`config.mk`:
```
export PLATFORM = sky130hd
export DESIGN_NAME = dot_product_accumulate_unit
export DESIGN_NICKNAME = d
export VERILOG_FILES = /design/src/verilog/dot_acc_pkg.sv /design/src/verilog/dot_product_accumulate_unit.sv /design/src/verilog/dot_acc_decoder.sv /design/src/verilog/dot_acc_products.sv
export VERILOG_INCLUDE_DIRS = /design/src /design/src/verilog
export SDC_FILE = /design/constraint.sdc
export NUM_CORES = 2
export LEC_CHECK = 0
export BUFFER_PORTS_ARGS = -buffer_cell sky130_fd_sc_hd__buf_2
export CORE_MARGIN = 2
export CORE_UTILIZATION = 50
export CTS_CLUSTER_SIZE = 16
export DETAILED_ROUTE_END_ITERATION = 7
export GPL_TIMING_DRIVEN = 0
export PLACE_DENSITY = 0.66
export REMOVE_ABC_BUFFERS = 1
export SYNTH_ARGS = -nofsm -noshare
export SYNTH_HDL_FRONTEND = slang
export SYNTH_SLANG_ARGS = --single-unit
```
`constraint.sdc`:
```
create_clock -name core_clk -period 29.7 [get_ports core_clk]
set_input_delay 2.97 -clock core_clk [delete_from_list [all_inputs] [get_ports core_clk]]
set_output_delay 2.97 -clock core_clk [all_outputs]
set_load 0.005 [all_outputs]
```
`src/verilog/dot_acc_params.svh`:
```
// Constant definitions for the dot-product accumulate unit.
`ifndef DOT_ACC_PARAMS_SVH
`define DOT_ACC_PARAMS_SVH
`define MAJOR_MSB 31
`define MAJOR_LSB 26
`define SUBOP_MSB 10
`define SUBOP_LSB 6
`define FUNC_MSB 5
`define FUNC_LSB 0
`define SEL_MSB 12
`define SEL_LSB 11
`define ZERO_MSB 15
`define ZERO_LSB 13
`define EXT_MAJOR_OPCODE 6'h1F
`define DOT_FUNC_CLASS 6'h30
`define SUBOP_LEFT_BYTE 5'h03
`define SUBOP_RIGHT_BYTE 5'h07
`define SUBOP_CROSS 5'h08
`define SUBOP_SUBTRACT 5'h01
`define ACC_RESET 64'h0000000000000000
`define OVF_RESET 4'h0
`endif

```
`src/verilog/dot_acc_pkg.sv`:
```
// Types shared by the dot-product accumulate unit.
package dot_acc_pkg;
  // Operation chosen by the decoder.
  typedef enum logic [2:0] {
    OP_NONE,
    OP_LEFT_BYTE,
    OP_RIGHT_BYTE,
    OP_CROSS,
    OP_SUBTRACT
  } dot_op_e;
  // One issued instruction from the pipeline.
  typedef struct packed {
    logic [31:0] instrWord;
    logic [31:0] sourceOne;
    logic [31:0] sourceTwo;
  } issue_s;
  // Decoder result.
  typedef struct packed {
    dot_op_e op;
    logic [1:0] sel;
  } decoded_s;
endpackage : dot_acc_pkg

```
`src/verilog/dot_product_accumulate_unit.sv`:
```
// Four-accumulator dot-product accumulate unit, top level.
`timescale 1ns/10ps
`include "dot_acc_params.svh"
// Operation
// RULE1 - Left byte pair: upper two bytes multiplied
// RULE2 - Right byte pair: low bytes multiplied unsigned
// RULE3 - Byte products zero-extended, added to accumulator
// RULE4 - Two-bit select picks accumulator zero to three
// RULE5 - Right-byte op leaves overflow flags unchanged
// RULE6 - Integer cross and subtract keep overflow flags
// RULE7 - Cross: upper-by-lower, lower-by-upper signed products
// RULE8 - Cross sum sign-extended, added to accumulator
// RULE9 - Subtract: like halves multiplied as signed
// RULE10 - Straight sum sign-extended, subtracted from accumulator
// RULE11 - No data-dependent exceptions ever raised
// RULE12 - Decode right-byte by sub-op 00111, classes
// RULE13 - Decode cross by sub-op 01000, class
// RULE14 - Reserved or disabled exceptions when extension unusable
// RULE15 - Results wrap modulo two to sixty-four
// RULE16 - Decode subtract by sub-op 00001, select bits
module dot_product_accumulate_unit (
  input wire logic core_clk,
  input wire logic sys_rst,
  input wire logic issueValid,
  input dot_acc_pkg::issue_s issue,
  input wire logic extPresent,
  input wire logic extEnabled,
  input wire logic [3:0] ovfFlagsIn,
  output logic [3:0] ovfFlags,
  output logic reservedExc,
  output logic disabledExc,
  output logic dataExc,
  output logic accepted,
  output logic [31:0] upperWordHalf,
  output logic [31:0] bottomWordHalf,
  input wire logic [1:0] readSel
);
  import dot_acc_pkg::*;

  // Timing overview of the unit.
  // The pipeline presents one instruction per cycle on the issue port.
  // An instruction is taken at the rising edge at which it is valid,
  // decodes to one of the four operations, and the extension is both
  // present and enabled.
  // The selected accumulator pair is written at that same edge.
  // The read port is registered, so a value written at edge N shows on
  // the two read halves one cycle after the read select names it.
  // Exception pulses are registered too and stand for one cycle per refused instruction.
  // Back-to-back instructions to one accumulator are safe: the adder reads
  // the flip-flop contents, which already hold the previous result.
  //
  // Datapath overview.
  // The byte operations form two unsigned 16-bit products and add them,
  // zero-extended, to the accumulator.
  // The halfword operations form two signed 32-bit products, add them in
  // 33 bits so that no carry is lost, and sign-extend the sum to 64 bits.
  // The subtract operation takes that sum away from the accumulator.
  // All 64-bit arithmetic wraps; there is no saturation in this group,
  // which is also why the overflow sticky field never changes here.
  //
  // Limitations a user must know.
  // The zero field in bits 15..13 is not checked by the decoder, so an
  // encoding with those bits set still executes.
  // The overflow field is only mirrored from the control register; the
  // fractional variants that would set it are not part of this unit.
  // A reserved-instruction trap wins over a disabled trap, since an absent
  // extension cannot meaningfully be turned off.
  //
  // Trade-off: the multiply and add chain is a single combinational stage.
  // At 125 MHz this keeps the accumulate latency at one cycle, at the cost
  // of a long path from the issue operands to the accumulator flip-flops.

  // Decoded view of the instruction on the issue port.
  decoded_s decoded;
  // Dot-product term and direction from the datapath.
  logic [63:0] dotSum;
  logic subtract;
  // Accumulator pairs, upper half in 63..32, lower half in 31..0.
  logic [63:0] accumulator [4];
  // Overflow sticky flags, owned by this unit on behalf of the control register.
  logic [3:0] ovfSticky;
  // Registered read data and exception pulses.
  logic [63:0] readData;
  logic reservedPulse;
  logic disabledPulse;

  dot_acc_decoder decoderInst (
    .instrWord(issue.instrWord),
    .decoded(decoded)
  );

  dot_acc_products productsInst (
    .op(decoded.op),
    .sourceOne(issue.sourceOne),
    .sourceTwo(issue.sourceTwo),
    .dotSum(dotSum),
    .subtract(subtract)
  );

  // An instruction of the group is present on the port.
  wire isDotOp = issueValid && (decoded.op != OP_NONE);
  // Absent extension wins over a disabled one, as the reserved trap is more basic.
  wire reservedHit = isDotOp && !extPresent; // RULE14
  wire disabledHit = isDotOp && extPresent && !extEnabled; // RULE14
  // Only an allowed instruction updates an accumulator.
  wire doWrite = isDotOp && extPresent && extEnabled;
  // Selected accumulator contents.
  wire [63:0] selAcc = accumulator[decoded.sel]; // RULE4
  // Plain 64-bit add or subtract wraps by construction; no saturation.
  wire [63:0] next_acc = subtract ? (selAcc - dotSum) : (selAcc + dotSum); // RULE15

  // One write port per accumulator, chosen by the select field.
  genvar idx;
  generate
    for (idx = 0; idx < 4; idx++) begin : g_acc
      wire hitThis = doWrite && (decoded.sel == 2'(idx)); // RULE4
      always_ff @(posedge core_clk or posedge sys_rst) begin
        if (sys_rst) begin
          accumulator[idx] <= `ACC_RESET;
        end else if (hitThis) begin
          accumulator[idx] <= next_acc; // RULE3 RULE8 RULE10 RULE15
        end
      end
    end
  endgenerate

  // Overflow flags follow the control register copy; these ops never set them.
  // The integer and byte ops here have no saturation path, so the field passes
  // through untouched even while one of them writes.
  always_ff @(posedge core_clk or posedge sys_rst) begin
    if (sys_rst) begin
      ovfSticky <= `OVF_RESET;
    end else begin
      ovfSticky <= ovfFlagsIn; // RULE5 RULE6
    end
  end

  // Read port and exception pulses, registered for clean outputs.
  always_ff @(posedge core_clk or posedge sys_rst) begin
    if (sys_rst) begin
      readData <= `ACC_RESET;
      reservedPulse <= 1'b0;
      disabledPulse <= 1'b0;
    end else begin
      readData <= accumulator[readSel];
      reservedPulse <= reservedHit;
      disabledPulse <= disabledHit;
    end
  end

  assign ovfFlags = ovfSticky;
  assign reservedExc = reservedPulse;
  assign disabledExc = disabledPulse;
  // Data values never produce a trap.
  assign dataExc = 1'b0; // RULE11
  assign accepted = doWrite;
  // Upper word from bits 63..32, lower from 31..0.
  assign upperWordHalf = readData[63:32]; // RULE15
  assign bottomWordHalf = readData[31:0]; // RULE15

  // Helper: previous-cycle view for the checks.
  logic pastWrite;
  logic [1:0] pastSel;
  logic [63:0] pastNext;
  always_ff @(posedge core_clk or posedge sys_rst) begin
    if (sys_rst) begin
      pastWrite <= 1'b0;
      pastSel <= 2'h0;
      pastNext <= `ACC_RESET;
    end else begin
      pastWrite <= doWrite;
      pastSel <= decoded.sel;
      pastNext <= next_acc;
    end
  end
endmodule : dot_product_accumulate_unit

```
`src/verilog/dot_acc_decoder.sv`:
```
// Instruction decoder for the dot-product accumulate unit.
`timescale 1ns/10ps
`include "dot_acc_params.svh"
module dot_acc_decoder (
  input wire logic [31:0] instrWord,
  output dot_acc_pkg::decoded_s decoded
);
  import dot_acc_pkg::*;
  // Field slices of the instruction word.
  wire [5:0] majorField = instrWord[`MAJOR_MSB:`MAJOR_LSB];
  wire [4:0] subField = instrWord[`SUBOP_MSB:`SUBOP_LSB];
  wire [5:0] funcField = instrWord[`FUNC_MSB:`FUNC_LSB];
  // Both class fields must match before any sub-operation counts.
  wire classHit = (majorField == `EXT_MAJOR_OPCODE) && (funcField == `DOT_FUNC_CLASS);
  wire leftHit = classHit && (subField == `SUBOP_LEFT_BYTE);
  wire rightHit = classHit && (subField == `SUBOP_RIGHT_BYTE); // RULE12
  wire crossHit = classHit && (subField == `SUBOP_CROSS); // RULE13
  wire subHit = classHit && (subField == `SUBOP_SUBTRACT); // RULE16
  // Priority select; the hits are mutually exclusive anyway.
  assign decoded.op = leftHit ? OP_LEFT_BYTE :
                      rightHit ? OP_RIGHT_BYTE :
                      crossHit ? OP_CROSS :
                      subHit ? OP_SUBTRACT : OP_NONE;
  assign decoded.sel = instrWord[`SEL_MSB:`SEL_LSB]; // RULE4 RULE16
endmodule : dot_acc_decoder

```
`src/verilog/dot_acc_products.sv`:
```
// Pairwise product and dot-sum datapath, purely combinational.
`timescale 1ns/10ps
module dot_acc_products (
  input dot_acc_pkg::dot_op_e op,
  input wire logic [31:0] sourceOne,
  input wire logic [31:0] sourceTwo,
  output logic [63:0] dotSum,
  output logic subtract
);
  import dot_acc_pkg::*;
  // Unsigned byte products, left pair and right pair.
  wire [15:0] leftUpProd = sourceOne[31:24] * sourceTwo[31:24]; // RULE1
  wire [15:0] leftDnProd = sourceOne[23:16] * sourceTwo[23:16]; // RULE1
  wire [15:0] rightUpProd = sourceOne[15:8] * sourceTwo[15:8]; // RULE2
  wire [15:0] rightDnProd = sourceOne[7:0] * sourceTwo[7:0]; // RULE2
  // Signed halfwords of each source.
  wire signed [15:0] oneUp = sourceOne[31:16];
  wire signed [15:0] oneDn = sourceOne[15:0];
  wire signed [15:0] twoUp = sourceTwo[31:16];
  wire signed [15:0] twoDn = sourceTwo[15:0];
  // Cross products pair opposite halves; straight products pair like halves.
  wire signed [31:0] crossB = oneUp * twoDn; // RULE7
  wire signed [31:0] crossA = oneDn * twoUp; // RULE7
  wire signed [31:0] straightB = oneUp * twoUp; // RULE9
  wire signed [31:0] straightA = oneDn * twoDn; // RULE9
  // 33-bit signed sums cannot overflow, so no saturation exists here.
  wire signed [32:0] crossSum = 33'(crossB) + 33'(crossA); // RULE8
  wire signed [32:0] straightSum = 33'(straightB) + 33'(straightA); // RULE10
  wire [63:0] leftExt = 64'(leftUpProd) + 64'(leftDnProd); // RULE3
  wire [63:0] rightExt = 64'(rightUpProd) + 64'(rightDnProd); // RULE3
  // Select the dot-product term for the operation.
  assign dotSum = (op == OP_LEFT_BYTE) ? leftExt :
                  (op == OP_RIGHT_BYTE) ? rightExt :
                  (op == OP_CROSS) ? 64'(crossSum) : // RULE8
                  (op == OP_SUBTRACT) ? 64'(straightSum) : 64'h0; // RULE10
  assign subtract = (op == OP_SUBTRACT);
endmodule : dot_acc_products

```
== Word level (Yosys, flattened, before mapping) ==
Cells that the tools add are included.
Storage, ports and cells
  logic and storage cells: 72
  output and inout bits: 72
  flip-flop bits (word level): 326
  bits of input ports: 107
Operators by class
  bitwise logic cells: 2
  order comparisons: 2
  $add $sub $neg: 6
  muxes and demuxes: 15
  reduce and logical (&&, ||, !) cells: 18
  multipliers: 8
  eq/ne operators: 13
Operator list (count)
  $mux W64: 9
  $bmux W64 S2: 2
  $mul A16 B16 Y32: 4
  $add A32 B32 Y33: 2
  $add A64 B64 Y64: 1
  $mul A8 B8 Y16: 4
  $sub A64 B64 Y64: 1
  $add A16 B16 Y17: 2
  $logic_and A1 B1 Y1: 14
  $mux W3: 4
  $eq A3 B2 Y1 const B: 2
  $eq A6 B5 Y1 const B: 1
  $eq A6 B6 Y1 const B: 1
  $ge A3 B3 Y1 const B: 2
  $not A2 Y3: 2
  $eq A5 B1 Y1 const B: 1
  $eq A5 B2 Y1 const B: 1
  $eq A5 B3 Y1 const B: 1
  $eq A5 B4 Y1 const B: 1
  $eq A2 B2 Y1 const B: 2
  $eq A3 B1 Y1 const B: 1
  $eq A3 B3 Y1 const B: 1
  $reduce_bool A3 Y1: 1
  $eq A2 B1 Y1 const B: 1
  other kinds (2): 3

== Longest topological paths before layout ==
  depth after elaboration: 14
  gate-level depth with buffers: 48
  depth with buffers taken out: 44

== Modules after synthesis ==
A second synthesis with hierarchy kept.
Unflattened totals
  cells, all modules: 6865
  area, all modules: 66980.5 µm²
By module, submodules not included
  dot_acc_products: seq. area each 0.0 µm², instances 1, area each 47646.9 µm², cells each 5147
  dot_product_accumulate_unit: seq. area each 8157.8 µm², instances 1, area each 19219.7 µm², cells each 1702
  dot_acc_decoder: seq. area each 0.0 µm², instances 1, area each 113.9 µm², cells each 16

== Worst setup path after synthesis ==
OpenSTA, ideal clock, no wires.
  kind: input-to-reg
  start: input issue[15] (netlist bit)
  end: register accumulator[120] (netlist bit)
  path slack: 15.780 ns
  cell stages on the path: 43
  buffers on the path: 3
  library setup time: 0.125 ns
  arrival time: 13.795 ns
  path through: clkbuf_1 inv_1 clkbuf_1 fa_1 inv_1 fa_1 inv_1 fa_1 fa_1 inv_1 fa_1 fa_1 fa_1 inv_1 fa_1 inv_1 ha_1 o21a_1 [7 not listed] or3b_1 a211oi_1 xnor2_1 o22ai_1 ha_1 clkbuf_1 a21o_1 a21o_1 a211oi_1 o21ai_0 a221oi_1 a31oi_1 o31ai_1 o21ai_0 a21oi_1 o21bai_1 xor2_1 mux2_2
On the way
  word-level cells in the longest chain between the ends: 8
RTL lines
  start, declared: RTL line dot_product_accumulate_unit.sv:25  | input dot_acc_pkg::issue_s issue,
  $mul A16 B16 Y32: RTL line dot_acc_products.sv:25  | wire signed [31:0] straightA = oneDn * twoDn;
  $add A32 B32 Y33: RTL line dot_acc_products.sv:28  | wire signed [32:0] straightSum = 33'(straightB) + 33'(straightA);
  $mux W64: RTL line dot_acc_products.sv:35  | (op == OP_SUBTRACT) ? 64'(straightSum) : 64'h0;
  $mux W64: RTL line dot_acc_products.sv:34  | (op == OP_CROSS) ? 64'(crossSum) :
  $mux W64 (*): RTL line dot_acc_products.sv:33  | (op == OP_RIGHT_BYTE) ? rightExt :
  $mux W64 (*): RTL line dot_acc_products.sv:32  | assign dotSum = (op == OP_LEFT_BYTE) ? leftExt :
  $add A64 B64 Y64 / $sub A64 B64 Y64 (equally long branches): RTL line dot_product_accumulate_unit.sv:110  | wire [63:0] next_acc = subtract ? (selAcc - dotSum) : (selAcc + dotSum);
  $mux W64 (*): RTL line dot_product_accumulate_unit.sv:110
  end signal, assigned by index: RTL line dot_product_accumulate_unit.sv:119  | accumulator[idx] <= `ACC_RESET;
  end signal, assigned by index: RTL line dot_product_accumulate_unit.sv:121  | accumulator[idx] <= next_acc;
  end, declared: RTL line dot_product_accumulate_unit.sv:79  | logic [63:0] accumulator [4];
Every way passes the cells marked *; elsewhere a longest branch is shown, timed or not.
A chain may end at the register's enable or synchronous reset.

== Worst setup path in the final report ==
  start: input issue[16] (netlist bit)
  end: register accumulator[248] (netlist bit)
On the way
  word-level cells in the longest chain between the ends: 8
RTL lines
  $mul A16 B16 Y32: RTL line dot_acc_products.sv:24  | wire signed [31:0] straightB = oneUp * twoUp;
  $add A32 B32 Y33: RTL line dot_acc_products.sv:28
  $mux W64: RTL line dot_acc_products.sv:35
  $mux W64: RTL line dot_acc_products.sv:34
  $mux W64: RTL line dot_acc_products.sv:33
  $mux W64 (*): RTL line dot_acc_products.sv:32
  $add A64 B64 Y64 / $sub A64 B64 Y64 (equally long branches): RTL line dot_product_accumulate_unit.sv:110
  $mux W64 (*): RTL line dot_product_accumulate_unit.sv:110
Marked as above.

==> metrics.cfg <==
[status]
status=complete, no violations

[clock_tree]
ctsResizeCount=0
cts_htree_levels=2
tritoncts=built
clkSinkCount=326
cts_made_buffers=34
path_clk_slew_ps=60
hold_buffers=0
clk-insertion-delay-late_ps=540
clockBufferDepth=3
post-cts-setup-buffers=0
cts-root-buf=clkbuf_16

[worst_setup_path]
reg2reg_depth=17
arrival_ps=17180
regToRegStartpoint=accumulator[64]
start_kind=primary input
crit_path_top_delay_cell=nand2_1
crit_start=issue[16]
critPathMaxFanout=33
worstSetupEndpointType=flip-flop
worst_path_largest_cell_delay_ps=870
worstPathRequired_ps=30100
path_class=primary input to flip-flop
crit_top_cell=fa_1
reg2reg_slack_ps=24350

[sta]
skew_ps=21.0
timing.fmax_ghz=0.0596
worst_pin_slew_ps=1260
hold_viol_final=0
slew_headroom=0.160
setup_tns_ps=0
fin_crit_sh=0.565
report.final.slew_viol_count=0
rsz0062_at_grt=no
post-route-min-period_ps=16780
setup_viol=0

[grt]
grt.total_usage=0.307
antenna_found_initial=7
grt_max_degree=113
grt_pass1_vias=53400
grt_overflow=0
grt_pass1_wl_mm=320

[placed_design]
dp.cells=8722
portBuffers=164
dpl.hpwl_mm=156
gp_congestion=1.05

[flow_run]
cap_violations=0

[routing]
drc_errors=0
vias_per_cell=5.69
totalWireLength_mm=204
drt_iter0_drc=4240
wl_per_cell_microns=23.2
dr.pass1.iters=6
num_vias=50000
drtAntennaViolNets=0

[cells_and_area]
area_growth_pct=5.12
final_nets=8918
layout-drive-gt1-share=0.0722
final_cells=8788

[yosys]
ys_async_sr_fraction=1.00
synth-seq-cells=326
synth_warnings=0
syn_area_sq_um=67900
synth_most_common_cell=inv_1
yosysTopAreaCellShare=0.398
synth.avg_cell_area_sq_um=9.58
ys_seq_area_frac=0.120
synth_area_leaders=fa_1 40%, dfrtp_1 12%, ha_1 8.9%, inv_1 8.8%, nand2_1 4.8%
synth_edf_count=0
synthTopCellsByCount=1,591 x inv_1, 1,351 x fa_1, 872 x nand2_1, 483 x ha_1, 446 x and2_1
yosys.area.top_type=fa_1
synth_cell_type_count=106
syn_inst=7089
ys.flop_type=dfrtp_1

[worst_hold_path]
min-delay-start=accumulator[255]
hold_path_depth=2
hold_path.class=flip-flop to flip-flop

[floorplan]
die_w_microns=373
die_h_microns=373
ios=179
row_count=135
initial_utilization=0.503
core_sq_um=135000
die_area_sq_um=139000

## worst max-delay path: cells and delay by family
kind / cells / cell delay (ps)
compound gates: 15 / 5020
simple gates: 5 / 2470
buf+inv: 4 / 950
fa+ha+maj: 10 / 5060
xor+xnor: 2 / 400
mux: 1 / 290
## per-layer routing
layer / global-route usage / part of all wire
met1: 0.417 / 0.40
met2: 0.487 / 0.46
met3: 0.0600 / 0.091
met4: 0.117 / 0.048
met5: 0 / 0.000078
## logic make-up after synthesis
logic type | count (synthesis) | synth area share
mux | 222 | 0.0578
flops | 326 | 0.120
other cells | 1 | 0.0000552
compound gates | 776 | 0.0737
buf+inv | 1923 | 0.106
xor+xnor | 193 | 0.0249
simple gates | 1814 | 0.130
fa+ha+maj | 1834 | 0.487
## worst paths after layout
| kind | end |
|---|---|
| min in group asynchronous | ovfFlags[1] |
| max in group asynchronous | accumulator[132] |
| worst max-delay path | accumulator[248] |
| worst min-delay path | accumulator[255] |
| worst max register to register | accumulator[248] |
| worst min register to register | accumulator[255] |
## stage by stage
stage | setup slack, ps | utilization | hold slack (ps) | area [sq um]
after floorplan | 15910 | - | 452 | 66700
after global placement | 12570 | 0.516 | 467 | 69700
after detailed placement | 12790 | 0.519 | 488 | 70200
after CTS | 13310 | 0.528 | 500 | 71400
after global routing | 12190 | 0.528 | 523 | 71400
final | 12920 | 0.528 | 497 | 71400
## flip-flops by register name, indices dropped and copies added, names as in the netlist
name,cells
reservedExc,1
disabledExc,1
ovfFlags,4
readData,64
accumulator,256
## cell usage in the layout, fill, tap and decap left out, types with 14 or more instances in the layout
| master | count |
|---|---|
| inv_1 | 1590 |
| ha_1 | 483 |
| nor3_1 | 46 |
| nor2b_1 | 21 |
| a211oi_1 | 33 |
| and2_1 | 446 |
| nand3_1 | 52 |
| a221oi_1 | 15 |
| fa_1 | 1351 |
| mux2i_1 | 14 |
| nand2b_1 | 49 |
| nor2_1 | 154 |
| a21o_1 | 58 |
| o31ai_1 | 14 |
| a22oi_1 | 16 |
| mux4_2 | 128 |
| dfrtp_1 | 326 |
| o211ai_1 | 21 |
| nand2_1 | 870 |
| or3_1 | 21 |
| mux2_2 | 78 |
| xor2_1 | 80 |
| buf_2 | 160 |
| nand4_1 | 28 |
| o21ai_0 | 266 |
| a21oi_1 | 140 |
| xnor2_1 | 113 |
| a31oi_1 | 32 |
| o21bai_1 | 17 |
| o21a_1 | 31 |
| clkbuf_16 | 35 |
| and3_1 | 33 |
## final cells by class
cell class | count | area [sq um]
Antenna cell | 8 | 20.0
Sequential cell | 326 | 8160
Multi-Input combinational cell | 4840 | 52600
Tap cell | 1781 | 2230
Timing Repair Buffer | 183 | 1250
Inverter | 1592 | 5980
Clock inverter | 13 | 208
Fill cell | 12300 | 63700
Clock buffer | 45 | 963
Power is left out: the tool's default activity adds up to more than one toggle a clock period on the data nets, which glitch-free logic cannot reach.
